## src/common/exec_defines.svh

```systemverilog
`ifndef EXEC_DEFINES_SVH
`define EXEC_DEFINES_SVH
`define N_TRAP_NORM 8'h0e
`define N_TRAP_ADV 8'h10
`define N_RTE 8'h0a
`define N_SHORT 8'h02
`define N_MEM_CCR 8'h08
`define N_MOVE_HEAD 8'h04
`define N_MOVE_TAIL 8'h04
`define C_FIRST 8'h01
`define C_SECOND 8'h02
`define C_THIRD 8'h03
`define C_FOURTH 8'h04
`define C_VEC 8'h05
`define C_VEC_DATA 8'h06
`define STEP_READ 2'h0
`define STEP_PUSH 2'h1
`define STEP_WRITE 2'h2
`define STEP_COUNT 2'h3
`define PH_HEAD 2'h0
`define PH_BODY 2'h1
`define PH_TAIL 2'h2
`define VEC_BASE 32'h0000_0010
`define CCR_RESET 8'h80
`define WORD_STEP 32'h0000_0002
`define BYTE_STEP 32'h0000_0001
`define CNT_STEP 16'h0001
`define MOVE_FIFO_WIDTH 8
`define MOVE_FIFO_DEPTH 32
`endif

```

## src/common/exec_pkg.sv

```systemverilog
package exec_pkg;
    typedef enum logic [3:0] {
        software_trap         = 4'h0,
        exception_return      = 4'h1,
        sleep_enter           = 4'h2,
        flags_load_imm        = 4'h3,
        flags_load_reg        = 4'h4,
        flags_load_postinc    = 4'h5,
        flags_store_predec    = 4'h6,
        flags_store_reg       = 4'h7,
        flags_and_imm         = 4'h8,
        flags_or_imm          = 4'h9,
        flags_xor_imm         = 4'ha,
        no_operation          = 4'hb,
        block_move_byte_count = 4'hc,
        block_move_word_count = 4'hd
    } op_e;
    typedef enum logic [3:0] {
        st_idle  = 4'h1,
        st_exec  = 4'h2,
        st_move  = 4'h4,
        st_sleep = 4'h8
    } state_e;
endpackage

```

## src/design/system_control_block_move_exec.sv

```systemverilog
`timescale 1ns/10ps
`include "exec_defines.svh"

module move_fifo #(
    parameter int WIDTH = 8,
    parameter int DEPTH = 32
) (
    input  wire logic             clock,
    input  wire logic             rst_n,
    input  wire logic             in_valid,
    output logic                  in_ready,
    input  wire logic [WIDTH-1:0] in_data,
    output logic                  out_valid,
    input  wire logic             out_ready,
    output logic      [WIDTH-1:0] out_data
);
    localparam int AW = $clog2(DEPTH);
    logic [WIDTH-1:0] store [DEPTH];
    logic [AW-1:0]    rd;
    logic [AW-1:0]    wr;
    logic [AW:0]      fill;
    logic [AW-1:0]    next_rd;
    logic [AW-1:0]    next_wr;
    logic [AW:0]      next_fill;
    logic             push;
    logic             pop;

    assign in_ready  = fill != (AW+1)'(DEPTH);
    assign out_valid = fill != '0;
    assign out_data  = store[rd];
    assign push      = in_valid && in_ready;
    assign pop       = out_valid && out_ready;

    always_comb begin
        next_rd   = pop ? rd + 1'b1 : rd;
        next_wr   = push ? wr + 1'b1 : wr;
        next_fill = fill + (AW+1)'(push) - (AW+1)'(pop);
    end

    always_ff @(posedge clock or negedge rst_n) begin
        if (!rst_n) begin
            rd   <= '0;
            wr   <= '0;
            fill <= '0;
        end else begin
            rd   <= next_rd;
            wr   <= next_wr;
            fill <= next_fill;
        end
    end

    // Storage has no reset so it can map onto plain RAM
    always_ff @(posedge clock) begin
        if (push) begin
            store[wr] <= in_data;
        end
    end
endmodule // move_fifo

module system_control_block_move_exec
    import exec_pkg::*;
(
    input  wire logic        clock,
    input  wire logic        nrst,
    input  wire logic        start,
    input  wire op_e         op,
    input  wire logic [7:0]  imm,
    input  wire logic        advanced,
    input  wire logic [7:0]  gpr_in,
    input  wire logic [31:0] pc_in,
    input  wire logic [31:0] sp_in,
    input  wire logic [31:0] ptr_in,
    input  wire logic [31:0] src_in,
    input  wire logic [31:0] dst_in,
    input  wire logic [15:0] count_in,
    input  wire logic        wake,
    input  wire logic [15:0] mem_rdata,
    input  wire logic        mem_wr_ready,
    output logic             busy,
    output logic             done,
    output logic             sleeping,
    output logic [7:0]       condition_code_register,
    output logic [7:0]       gpr_out,
    output logic [31:0]      pc_out,
    output logic [31:0]      sp_out,
    output logic [31:0]      ptr_out,
    output logic [31:0]      src_out,
    output logic [31:0]      dst_out,
    output logic [15:0]      count_out,
    output logic             mem_req,
    output logic             mem_we,
    output logic             mem_word,
    output logic [31:0]      mem_addr,
    output logic [15:0]      mem_wdata
);
    logic rst_meta_n;
    logic rst_n;
    always_ff @(posedge clock or negedge nrst) begin
        if (!nrst) begin
            rst_meta_n <= 1'b0;
            rst_n      <= 1'b0;
        end else begin
            rst_meta_n <= 1'b1;
            rst_n      <= rst_meta_n;
        end
    end

    function automatic logic [7:0] op_states(input op_e o, input logic adv);
        case (o)
            software_trap:      op_states = adv ? `N_TRAP_ADV : `N_TRAP_NORM;
            exception_return:   op_states = `N_RTE;
            flags_load_postinc: op_states = `N_MEM_CCR;
            flags_store_predec: op_states = `N_MEM_CCR;
            default:            op_states = `N_SHORT;
        endcase
    endfunction

    // Byte variant looks only at the low byte and leaves the high byte alone
    function automatic logic [15:0] count_dec(input logic wide, input logic [15:0] c);
        count_dec = wide ? c - `CNT_STEP : {c[15:8], 8'(c[7:0] - `CNT_STEP)};
    endfunction

    function automatic logic count_zero(input logic wide, input logic [15:0] c);
        count_zero = wide ? (c == '0) : (c[7:0] == '0);
    endfunction

    state_e      st, next_st;
    op_e         op_q, next_op_q;
    logic        adv_q, next_adv_q;
    logic [7:0]  imm_q, next_imm_q;
    logic [7:0]  gpr_q, next_gpr_q;
    logic [7:0]  cnt, next_cnt;
    logic [1:0]  phase, next_phase;
    logic [1:0]  step, next_step;
    logic        rd_pend, next_rd_pend;
    logic        wrote, next_wrote;
    logic [15:0] reads_left, next_reads_left;
    logic        next_busy, next_done, next_sleeping;
    logic [7:0]  next_ccr, next_gpr_out;
    logic [31:0] next_pc, next_sp, next_ptr, next_src, next_dst;
    logic [15:0] next_count;
    logic        next_mem_req, next_mem_we, next_mem_word;
    logic [31:0] next_mem_addr;
    logic [15:0] next_mem_wdata;
    logic        wide;
    logic        f_push, f_in_ready, f_out_valid, f_pop;
    logic [7:0]  f_out_data;

    assign wide = op_q == block_move_word_count;

    // Writes may be held off, so reads run ahead and the FIFO fills up
    move_fifo #(.WIDTH(`MOVE_FIFO_WIDTH), .DEPTH(`MOVE_FIFO_DEPTH)) move_fifo_inst (
        .clock     (clock),
        .rst_n     (rst_n),
        .in_valid  (f_push),
        .in_ready  (f_in_ready),
        .in_data   (mem_rdata[7:0]),
        .out_valid (f_out_valid),
        .out_ready (f_pop),
        .out_data  (f_out_data)
    );

    always_comb begin
        next_st = st; next_op_q = op_q; next_adv_q = adv_q; next_imm_q = imm_q;
        next_gpr_q = gpr_q; next_cnt = cnt + 8'h01; next_phase = phase;
        next_step = step + 2'h1; next_rd_pend = 1'b0; next_wrote = wrote;
        next_reads_left = reads_left; next_busy = busy; next_done = 1'b0;
        next_sleeping = sleeping; next_ccr = condition_code_register; next_gpr_out = gpr_out;
        next_pc = pc_out; next_sp = sp_out; next_ptr = ptr_out; next_src = src_out;
        next_dst = dst_out; next_count = count_out; next_mem_req = 1'b0;
        next_mem_we = 1'b0; next_mem_word = 1'b1; next_mem_addr = mem_addr;
        next_mem_wdata = mem_wdata; f_push = 1'b0; f_pop = 1'b0;
        case (st)
            st_idle: begin
                if (start) begin
                    next_op_q = op; next_adv_q = advanced; next_imm_q = imm;
                    next_gpr_q = gpr_in; next_pc = pc_in; next_sp = sp_in;
                    next_ptr = ptr_in; next_src = src_in; next_dst = dst_in;
                    next_count = count_in; next_reads_left = count_in;
                    next_cnt = `C_FIRST; next_phase = `PH_HEAD; next_busy = 1'b1;
                    next_st = (op == block_move_byte_count || op == block_move_word_count)
                              ? st_move : st_exec;
                end
            end
            st_exec: begin
                case (op_q)
                    software_trap: begin
                        // Flags are pushed but never written here
                        if (cnt == `C_FIRST || (cnt == `C_SECOND && adv_q) || cnt == `C_THIRD) begin
                            next_sp = sp_out - `WORD_STEP;
                            next_mem_req = 1'b1; next_mem_we = 1'b1;
                            next_mem_addr = sp_out - `WORD_STEP;
                            next_mem_wdata = cnt == `C_FIRST ? pc_out[15:0]
                                           : cnt == `C_SECOND ? pc_out[31:16] : {condition_code_register, condition_code_register};
                        end
                        if (cnt == `C_VEC) begin
                            next_mem_req = 1'b1;
                            next_mem_addr = `VEC_BASE + {29'h0000_0000, imm_q[1:0], 1'b0};
                        end
                        if (cnt == `C_VEC_DATA) next_pc = {16'h0000, mem_rdata};
                    end
                    exception_return: begin
                        if (cnt == `C_FIRST || cnt == `C_THIRD) begin
                            next_mem_req = 1'b1; next_mem_addr = sp_out;
                            next_sp = sp_out + `WORD_STEP;
                        end
                        if (cnt == `C_SECOND) next_ccr = mem_rdata[15:8];
                        if (cnt == `C_FOURTH) next_pc = {16'h0000, mem_rdata};
                    end
                    flags_load_postinc: begin
                        if (cnt == `C_FIRST) begin
                            next_mem_req = 1'b1; next_mem_addr = ptr_out;
                            next_ptr = ptr_out + `WORD_STEP;
                        end
                        if (cnt == `C_SECOND) next_ccr = mem_rdata[15:8];
                    end
                    flags_store_predec: begin
                        if (cnt == `C_FIRST) begin
                            next_ptr = ptr_out - `WORD_STEP;
                            next_mem_req = 1'b1; next_mem_we = 1'b1;
                            next_mem_addr = ptr_out - `WORD_STEP; next_mem_wdata = {condition_code_register, condition_code_register};
                        end
                    end
                    flags_load_imm: if (cnt == `C_FIRST) next_ccr = imm_q;
                    flags_load_reg: if (cnt == `C_FIRST) next_ccr = gpr_q;
                    flags_store_reg: if (cnt == `C_FIRST) next_gpr_out = condition_code_register;
                    flags_and_imm: if (cnt == `C_FIRST) next_ccr = condition_code_register & imm_q;
                    flags_or_imm: if (cnt == `C_FIRST) next_ccr = condition_code_register | imm_q;
                    flags_xor_imm: if (cnt == `C_FIRST) next_ccr = condition_code_register ^ imm_q;
                    no_operation: if (cnt == `C_FIRST) next_pc = pc_out + `WORD_STEP;
                    default: ;
                endcase
                if (cnt == op_states(op_q, adv_q)) begin
                    next_busy = 1'b0; next_done = 1'b1;
                    next_st = op_q == sleep_enter ? st_sleep : st_idle;
                    next_sleeping = op_q == sleep_enter;
                end
            end
            st_move: begin
                case (phase)
                    `PH_HEAD: if (cnt == `N_MOVE_HEAD) begin
                        next_cnt = `C_FIRST; next_step = `STEP_READ; next_wrote = 1'b0;
                        next_phase = count_zero(wide, count_out) ? `PH_TAIL : `PH_BODY;
                    end
                    `PH_BODY: begin
                        case (step)
                            `STEP_READ: if (!count_zero(wide, reads_left) && f_in_ready) begin
                                next_mem_req = 1'b1; next_mem_word = 1'b0;
                                next_mem_addr = src_out; next_rd_pend = 1'b1;
                            end
                            `STEP_PUSH: if (rd_pend) begin
                                f_push = 1'b1;
                                next_src = src_out + `BYTE_STEP;
                                next_reads_left = count_dec(wide, reads_left);
                            end
                            `STEP_WRITE: if (f_out_valid && mem_wr_ready) begin
                                f_pop = 1'b1; next_mem_req = 1'b1; next_mem_we = 1'b1;
                                next_mem_word = 1'b0; next_mem_addr = dst_out;
                                next_mem_wdata = {8'h00, f_out_data};
                                next_dst = dst_out + `BYTE_STEP;
                                next_wrote = 1'b1;
                            end
                            default: begin
                                next_wrote = 1'b0;
                                if (wrote) begin
                                    next_count = count_dec(wide, count_out);
                                    if (count_zero(wide, count_dec(wide, count_out))) begin
                                        next_phase = `PH_TAIL; next_cnt = `C_FIRST;
                                    end
                                end
                            end
                        endcase
                    end
                    default: if (cnt == `N_MOVE_TAIL) begin
                        next_busy = 1'b0; next_done = 1'b1; next_st = st_idle;
                    end
                endcase
            end
            st_sleep: if (wake) begin
                next_sleeping = 1'b0; next_st = st_idle;
            end
            default: next_st = st_idle;
        endcase
    end

    always_ff @(posedge clock or negedge rst_n) begin
        if (!rst_n) begin
            st <= st_idle; op_q <= no_operation; adv_q <= 1'b0; imm_q <= '0; gpr_q <= '0;
            cnt <= '0; phase <= `PH_HEAD; step <= `STEP_READ; rd_pend <= 1'b0;
            wrote <= 1'b0; reads_left <= '0; busy <= 1'b0; done <= 1'b0;
            sleeping <= 1'b0; condition_code_register <= `CCR_RESET; gpr_out <= '0; pc_out <= '0;
            sp_out <= '0; ptr_out <= '0; src_out <= '0; dst_out <= '0; count_out <= '0;
            mem_req <= 1'b0; mem_we <= 1'b0; mem_word <= 1'b1; mem_addr <= '0;
            mem_wdata <= '0;
        end else begin
            st <= next_st; op_q <= next_op_q; adv_q <= next_adv_q; imm_q <= next_imm_q;
            gpr_q <= next_gpr_q; cnt <= next_cnt; phase <= next_phase; step <= next_step;
            rd_pend <= next_rd_pend; wrote <= next_wrote; reads_left <= next_reads_left;
            busy <= next_busy; done <= next_done; sleeping <= next_sleeping;
            condition_code_register <= next_ccr; gpr_out <= next_gpr_out; pc_out <= next_pc; sp_out <= next_sp;
            ptr_out <= next_ptr; src_out <= next_src; dst_out <= next_dst;
            count_out <= next_count; mem_req <= next_mem_req; mem_we <= next_mem_we;
            mem_word <= next_mem_word; mem_addr <= next_mem_addr;
            mem_wdata <= next_mem_wdata;
        end
    end

    a_trap_normal_len: assert property (@(posedge clock) disable iff (!rst_n)
        st == st_idle && start && op == software_trap && !advanced |-> ##15 done)
        else $error("trap normal length wrong");
    a_trap_adv_len: assert property (@(posedge clock) disable iff (!rst_n)
        st == st_idle && start && op == software_trap && advanced |-> ##17 done)
        else $error("trap advanced length wrong");
    a_reg_load_ccr: assert property (@(posedge clock) disable iff (!rst_n)
        st == st_idle && start && op == flags_load_reg |-> ##3 (done && condition_code_register == $past(gpr_in, 3)))
        else $error("register flags load wrong");
    a_postinc_ptr: assert property (@(posedge clock) disable iff (!rst_n)
        st == st_idle && start && op == flags_load_postinc
        |-> ##9 (done && ptr_out == $past(ptr_in, 9) + `WORD_STEP))
        else $error("post-increment load wrong");
    a_predec_write: assert property (@(posedge clock) disable iff (!rst_n)
        st == st_idle && start && op == flags_store_predec
        |-> ##2 (mem_req && mem_we && mem_addr == $past(ptr_in, 2) - `WORD_STEP))
        else $error("pre-decrement store address wrong");
    a_xor_result: assert property (@(posedge clock) disable iff (!rst_n)
        st == st_idle && start && op == flags_xor_imm
        |-> ##3 (done && condition_code_register == ($past(condition_code_register, 3) ^ $past(imm, 3))))
        else $error("xor immediate result wrong");
    a_nop_pc: assert property (@(posedge clock) disable iff (!rst_n)
        st == st_idle && start && op == no_operation
        |-> ##3 (done && pc_out == $past(pc_in, 3) + `WORD_STEP))
        else $error("nop pc step wrong");
    a_sleep_entry: assert property (@(posedge clock) disable iff (!rst_n)
        st == st_idle && start && op == sleep_enter && !wake |-> ##3 (done && sleeping))
        else $error("sleep entry wrong");
    a_move_zero: assert property (@(posedge clock) disable iff (!rst_n)
        st == st_idle && start && op == block_move_byte_count && count_in[7:0] == 8'h00
        |-> ##9 (done && !mem_req))
        else $error("zero move length wrong");
    a_move_dst_step: assert property (@(posedge clock) disable iff (!rst_n)
        mem_req && mem_we && st == st_move |-> dst_out == mem_addr + `BYTE_STEP)
        else $error("destination step wrong");
    a_flags_kept: assert property (@(posedge clock) disable iff (!rst_n)
        st != st_idle && (op_q == flags_store_reg || op_q == flags_store_predec
        || op_q == software_trap || wide || op_q == block_move_byte_count) |=> $stable(condition_code_register))
        else $error("flags changed");
endmodule // system_control_block_move_exec

```

## config.mk

```make
export PLATFORM = sky130hd
export DESIGN_NAME = system_control_block_move_exec
export DESIGN_NICKNAME = d
export VERILOG_FILES = /design/src/common/exec_pkg.sv /design/src/design/system_control_block_move_exec.sv
export VERILOG_INCLUDE_DIRS = /design/src /design/src/common
export SDC_FILE = /design/constraint.sdc
export NUM_CORES = 1
export LEC_CHECK = 0
export BUFFER_PORTS_ARGS = -buffer_cell sky130_fd_sc_hd__buf_2
export CAP_MARGIN = 20
export CORE_UTILIZATION = 30
export DETAILED_ROUTE_END_ITERATION = 8
export GPL_TIMING_DRIVEN = 0
export SKIP_CTS_REPAIR_TIMING = 1
export SYNTH_ARGS = -nofsm -noshare
export SYNTH_HDL_FRONTEND = slang
export SYNTH_HIERARCHICAL = 1
export SYNTH_SLANG_ARGS = --single-unit
```

## constraint.sdc

```tcl
create_clock -name clock -period 28.7 [get_ports clock]
set_input_delay 0 -clock clock [delete_from_list [all_inputs] [get_ports clock]]
set_output_delay 0 -clock clock [all_outputs]
set_load 0.005 [all_outputs]
```

==> results of run 1 <==
cells in the final DEF (no fill, tap or decap), types with 119 or more instances in the layout:
| master | synthesis | final |
|---|---|---|
| o21ai_0 | 241 | 241 |
| a21oi_1 | 259 | 259 |
| buf_2 | 37 | 502 |
| nor2_1 | 249 | 249 |
| edfxtp_1 | 256 | 256 |
| dfrtp_1 | 313 | 312 |
| dlygate4sd3_1 | 0 | 222 |
| nor3_1 | 119 | 119 |
| nand2_1 | 347 | 347 |
| clkbuf_1 | 208 | 225 |
final cells by class:
cell class                      count  area, um2  share of cell area, %
Sequential cell                   575      15700                   37.7
Multi-Input combinational cell   2407      15500                   37.2
Timing Repair Buffer              699       4760                   11.5
Clock buffer                       91       1880                   4.52
Tap cell                         1403       1760                   4.22
Buffer                            273       1190                   2.87
Clock inverter                     39        571                   1.37
Inverter                           73        274                  0.659
Antenna cell                        5       12.5                 0.0301
layer usage:
metal  part of all wire, %  vias to the layer above  GRT usage (%)
li1                      -                    14194              -
met1                    40                    16463           36.8
met2                    43                     2182           40.7
met3                    11                      446           8.87
met4                   5.9                        6           14.9
met5                 0.025                        -              0
path summary, 6_finish.rpt:
check,from,endpoint,slack (ns),cells after the start
worst max-delay path,st[3]$_DFFE_PN0P_,pc_out[15]$_DFFE_PN0P_,24.13,7
worst min-delay path,src_in[0],src_out[0]$_DFFE_PN0P_,0.11,4
worst max register to register,st[3]$_DFFE_PN0P_,pc_out[15]$_DFFE_PN0P_,24.13,7
worst min register to register,rst_n$_DFF_PN0_,gpr_out[7]$_DFFE_PN0P_,0.32,0
max in group asynchronous,rst_n$_DFF_PN0_,ptr_out[23]$_DFFE_PN0P_,26.61,4
min in group asynchronous,nrst,rst_n$_DFF_PN0_,0.22,3
power by group through the flow:
stage	logic, mW	clock network, mW	registers (mW)
after global placement	1.62	0	1.38
final	1.74	0.953	1.38
after detailed placement	1.65	0	1.37
after global routing	1.84	0.993	1.39
after CTS	1.65	0.960	1.36
after floorplan	0.918	0	1.26
critical path: cells and delay by family, from the launching register on:
family          cells  cell delay [ns]
buf+inv             4             2.91
simple gates        2             0.92
flops               1             0.45
compound gates      1             0.19
metrics by stage:
stage          setup WS [ns]  util (%)  power [mW]  cell area (um2)  hold WS, ns
6_report               24.13      38.7        4.08            41600        0.113
3_5_place_dp           24.49      34.4        3.02            36900       -0.208
2_1_floorplan          19.16         -        2.18            32600       -0.296
5_1_grt                24.01      38.7        4.22            41600        0.124
3_3_place_gp           14.05      34.2        3.00            36700       -0.213
4_1_cts                24.44      36.6        3.97            39300       -0.896
flip-flops by register name (all words and copies together), names as in the netlist, 16 cells and up:
register	count
ptr_out	32
src_out	32
pc_out	32
mem_addr	32
count_out	16
mem_wdata	16
reads_left	16
move_fifo_inst/store	256
sp_out	32
dst_out	32
cells by family (layout without fill, tap and decap cells):
family / Yosys count / count (layout) / share of synthesized area, %
buffers and inverters: 346 / 1175 / 4.51
XOR/XNOR: 47 / 47 / 1.26
flip-flops: 575 / 575 / 48.1
multiplexers: 139 / 139 / 6.28
other: 1 / 6 / 0.0115
AO/OA/AOI/OAI: 1063 / 1063 / 21.3
AND/OR/NAND/NOR: 1108 / 1108 / 16.7
adder cells (fa/ha/maj): 49 / 49 / 1.90
cells in the mapped netlist, drive strengths merged, types with 28 or more instances:
cell type / number
mux2i: 85
a2bb2oi: 32
nor2: 249
a22o: 52
inv: 73
o21ai: 254
nor4: 43
a22oi: 31
nand2: 347
mux4: 48
and3: 35
clkbuf: 210
ha: 48
nor3: 122
a211oi: 41
nand3: 89
buf: 63
o22ai: 79
edfxtp: 256
a31oi: 54
nand4: 49
a21oi: 259
xnor2: 28
dfrtp: 313
==> impl_results.md, run 1 <==
- Ys async rst share: between 50% and 60%
- Post-synth EDFFs: ~260
- Synth warn: 6
- Syn_area_per_cell: ~9.8 um2
- # H-tree levels: 3
- Root Driver: clkbuf_16
- Crit path DAT: a little over 5 ns
- Final Instance Count excl. Fillers: 5,565
- TNS Setup: 0 ns
- DR WL/cell: between 20 and 30 um
- Layout net count: roughly 4,400
- Slowest stage cell on the critical path: clkbuf_1
- # rows: 120
- Worst skew pair latency: 0.67 ns
- Net Sw Frac: 45.9%
- WL final: around 160 mm
- Synth Register Bits: between 500 and 600
- Clock sink count: 575
- Combinational power share: between 40% and 50%
- Ranking of synthesized cells by area: dfrtp_1, edfxtp_1, nand2_1, a21oi_1, o21ai_0
- # DRC: 0
- Most frequent CP cell: clkbuf_1
- Worst VDD drop: 0.0455 mV
- Worst-path cell chain: nor4b_2 > clkbuf_1 > clkbuf_1 > clkbuf_1 > nand2_1 > a31oi_1 > dlygate4sd3_1
- Initial DRC Count: roughly 4,200
- Hold Path Class: in -> reg
- Share of the synthesized area in the top cell type: roughly a quarter
- Cells after synthesis: approximately 3,300
- Initial Utilization: between 30% and 40%
- Setup Viol. Count Final: 0
- Slew @ Worst Pin: about 1.2 ns
- Worst Setup Start Kind: flip-flop
- Status: finished clean
- # Max-Cap Violations: 0
- Fill cell count: approximately 11,000
- Final hold violation count: 0
- Syn nets: between 3,000 and 4,000
- Internal: ~2.2 mW
- First-pass DRT Iterations: 6
- Area growth syn-to-layout: 27.6%
- Synth unique cells: a little over 100
- Cts bufs inserted: slightly above 70
- Sw power: ~1.9 mW
- Sequential share of power: between 30% and 40%
- I/O pin count: around 460
- Die Ht: ~330 um
- Vias/cell: around 6
- Max clock buf depth: 3
- Min Tclk post-route: about 4.6 ns
- CTS tree: done
- Final Skew: about 0.035 ns
- GRT overflow: 0
- Critical path peak fanout: 10
- Initial antenna violation count: 7
- Worst slew margin: between 10% and 20%
- Clock transition at path regs: ~0.070 ns
- Placed insts: 5,205
- First-pass GRT wire length: ~220 mm
- Critical setup path kind: reg -> reg
- Final estimated routing congestion in global placement: around 1.1
- Mapped Area: 32,600 um2
- Maximum number of pins on one net before global-route repair: 62
- Fraction of final layout cells sized beyond drive strength 1: 17.4%
- Predominant post-synthesis flop cell: dfrtp_1
- Leak pwr: 15.9 nW
- Buffers on Ports: ~460
- Core box area: between 100,000 and 150,000 um2
- Via count: about 33,000
- Data required, critical path: just under 30 ns
- Full die area: roughly 110,000 um2
- Cell taking the most area after synthesis: dfrtp_1
- Post-synthesis sequential area ratio: 48.1%
- GR Util All Layers: between 20 and 30%
- Fmax: 219 MHz
- Max incr delay on CP: 0.93 ns
- Number of global-route vias before repair: approximately 30,000
- Clk pwr share: 23.4%
- Die width: around 330 um
- Dpl hpwl: between 100 and 150 mm
- Tcrit/Tclk final: between 10% and 20%
- Power per cell area: about 100 nW/um2
- Crit. End Element: flip-flop
- RSZ-0062 raised after global routing: no
- Antenna viol nets, final: 0
- Final Max Tran Viols: 0
Note: power is estimated with default switching activity, not from simulation.
==> run 2, diff against run 1 <==
- ABC_AREA: default -> 1
- clock period: 28.7 -> 3.9 ns (I/O delays scaled with it)
==> run 2 against run 1 <==
The flow now finishes with violations (hold timing). Clock power grew to 7.4 times the previous value. Hold slack lost 0.21 ns. Register-to-register slack lost 24 ns. Combinational power grew to 8.5 times the previous value. Maximum frequency grew 25%. Critical path type unchanged. Highest routed layer unchanged.
==> impl_results.md, run 2 <==
- Min setup slack post-route: ~0.23 ns
- Most common cell after layout, fill and taps aside: nand2_1
- Ranking of synthesized cells by area: dfrtp_1, edfxtp_1, nand2_1, nand3_1, inv_1
- Cells after synthesis: ~4,500
- Synth warn: 6
- Clock sink count: approximately 580
- Design area: between 40,000 and 50,000 um2
- Multiplexer share of the synthesized area: 0.123%
- Status: complete, but fails checks
- Maximum number of pins on one net before global-route repair: between 60 and 70
- RSZ-0062 raised after global routing: no
- Critical setup path kind: reg -> reg
- Critical path launch point: step[0]$_DFF_PN0_
- Placed insts: approximately 6,500
- First-pass GRT wire length: 235 mm
- Max incr delay on CP: about 0.41 ns
- Power, Total: 31.9 mW
- Failing checks: hold timing
- Share of the synthesized area in the top cell type: a little under a quarter
- Dpl ws: slightly above 0.1 ns
- Layout net count: about 5,600
- Simple-gate share of the synthesized area: roughly 29%
- Vias/cell: 5.34
- Post-synthesis sequential area ratio: 45.3%
- Synth Register Bits: 575
- Final Max Tran Viols: 0
- Initial antenna violation count: 11
- # Max-Cap Violations: 0
- I/O pin count: ~460
- Adder-Cell Fraction of Synth Area: between 1.5 and 2%
- Fill cell count: roughly 12,000
- Worst VDD drop: between 0.3 and 0.4 mV
- Mapped Area: ~35,000 um2
- Commonest non-fill, non-tap cells in the layout: nand2_1, buf_2, inv_1
- Predominant post-synthesis flop cell: dfrtp_1
- WHS: -0.0998 ns
- Slowest stage cell on the critical path: dfrtp_1
- Max clock buf depth: 3
- Syn_area_per_cell: between 7 and 8 um2
- Initial Utilization: between 30% and 40%
- Final Skew: 0.0439 ns
- Critical R2R Launch: step[0]$_DFF_PN0_
- Via count: around 37,000
- Crit path DAT: 4.26 ns
- # rows: between 100 and 150
- GR Util All Layers: between 20 and 30%
- Tcrit/Tclk final: roughly 94%
- Hold Path Class: in -> reg
- Final hold violation count: 3
- Post-synth EDFFs: between 200 and 300
- Cts bufs inserted: 74
- Worst skew pair latency: ~0.67 ns
- DR WL/cell: roughly 24 um
- Ys async rst share: a little under three fifths
- Final Instance Count excl. Fillers: approximately 7,000
- Dpl hpwl: 128 mm
- Full die area: around 120,000 um2
- GRT overflow: 0
- Critical path peak fanout: 9
- Die Ht: between 300 and 400 um
- # H-tree levels: 3
- Syn nets: ~4,800
- First-pass DRT Iterations: 6
- Top cell types by occurrence after synthesis: nand2_1, inv_1, nor2_1
- Cell taking the most area after synthesis: dfrtp_1
- XOR/XNOR share of the synthesized area: approximately 2.9%
- Synth unique cells: between 70 and 80
- Cell Area, Placed: between 30,000 and 40,000 um2
- Fmax: between 200 and 300 MHz
- Top reg by flops: move_fifo_inst/store
- Final estimated routing congestion in global placement: ~1.0
- Worst-path cell chain: inv_1 > ha_1 > clkbuf_1 > inv_1 > nor3_4 > nand2_1 > inv_1 > ha_1 > inv_1 > ha_1 > fa_1 > a21oi_1 > nor2_1 > nor2_1 > xor2_1
- Number of global-route vias before repair: around 33,000
- Max reg flops: 256
- Leak pwr: between 15 and 20 nW
- Worst slew margin: between 20% and 30%
- Worst Setup Start Kind: flip-flop
- Power per cell area: about 730 nW/um2
- WL final: ~170 mm
- Most frequent CP cell: inv_1
- Top-count cell post-synth: nand2_1
- Core box area: approximately 110,000 um2
- CTS tree: done
- Root Driver: clkbuf_16
- Clock transition at path regs: 0.06 ns
- FF-to-FF setup slack: roughly 0.23 ns
- Crit. End Element: flip-flop
- Die width: about 340 um
- Min-delay src: sp_in[13]
- Slew @ Worst Pin: between 1 and 1.5 ns
- Fraction of final layout cells sized beyond drive strength 1: around 15%
- Setup Viol. Count Final: 0
- Antenna viol nets, final: 0
- Buffers on Ports: ~460
- Data required, critical path: between 4 and 5 ns
- Compound-gate portion of the synthesized area: about an eighth
- Min Tclk post-route: approximately 3.7 ns
- Initial DRC Count: 4,323
- # DRC: 0
- Largest family of logic cells by synthesized area: simple AND/OR/NAND/NOR gates
- Area growth syn-to-layout: 26.0%
-- run 2: changes by cell type after synthesis, sizes merged, moves of 52 or more --
cell | previous run | this run
nand2 | 347 | 1219
a22o | 52 | 0
mux2i | 85 | 2
clkbuf | 210 | 106
inv | 73 | 505
o211ai | 18 | 73
o21ai | 254 | 360
nand3 | 89 | 399
nor2 | 249 | 487
xor2 | 19 | 102
buf | 63 | 116
a21oi | 259 | 174
-- run 2: routing by layer --
layer | global-route usage (%) | part of all wire, %
met5 | 0 | 0.056
met4 | 14.1 | 5.6
met3 | 5.34 | 9.1
met2 | 40.6 | 43
met1 | 37.9 | 42
-- run 2: area by class of cell --
class | instances | area [um2] | area share, %
clock inverters | 34 | 388 | 0.890
plain buffers | 222 | 1050 | 2.41
diodes | 3 | 7.51 | 0.0172
multi-input cells | 3236 | 15900 | 36.6
flip-flops and latches | 575 | 15700 | 36.0
inverters | 508 | 1920 | 4.39
clock buffers | 102 | 2080 | 4.77
repair buffers | 681 | 4630 | 10.6
well taps | 1512 | 1890 | 4.34
-- run 2: power by group --
part	internal (mW)	switching (mW)	leakage, nW
Combinational	4.55	10.3	12.2
Sequential	7.87	2.22	6.15
Clock	4.05	2.96	1.20
Total	16.5	15.5	19.6
-- run 2: logic make-up (layout without fill, tap and decap cells) --
kind of cell,Yosys count,in the layout
buffers and inverters,730,1547
AO/OA/AOI/OAI,753,753
flip-flops,575,575
other,1,4
adder cells (fa/ha/maj),49,49
multiplexers,4,4
XOR/XNOR,116,116
AND/OR/NAND/NOR,2313,2313
-- run 2: final timing paths --
path | to | cells past startpoint
worst min register to register | cnt[6]$_DFF_PN0_ | 1
min in group asynchronous | rst_n$_DFF_PN0_ | 3
worst max-delay path | move_fifo_inst/fill[4]$_DFF_PN0_ | 15
worst min-delay path | sp_out[13]$_DFFE_PN0P_ | 5
worst max register to register | move_fifo_inst/fill[4]$_DFF_PN0_ | 15
max in group asynchronous | condition_code_register[7]$_DFFE_PN1P_ | 3
-- run 2: stage by stage --
step	util (%)	setup TNS (ns)
6_report	38.1	0
5_1_grt	38.1	0
4_1_cts	36.3	0
3_5_place_dp	34.1	0
3_3_place_gp	33.9	-301.04
2_1_floorplan	-	0
-- run 2: worst max-delay path: cells and delay by family, from the launching register on --
kind | cells | cell delay [ns]
and+or+nand+nor | 4 | 0.85
buffers and inverters | 5 | 1.04
DFF | 1 | 0.41
AOI/OAI and AO/OA | 1 | 0.20
adders and majority gates | 4 | 0.95
xor gates and xnor gates | 1 | 0.16
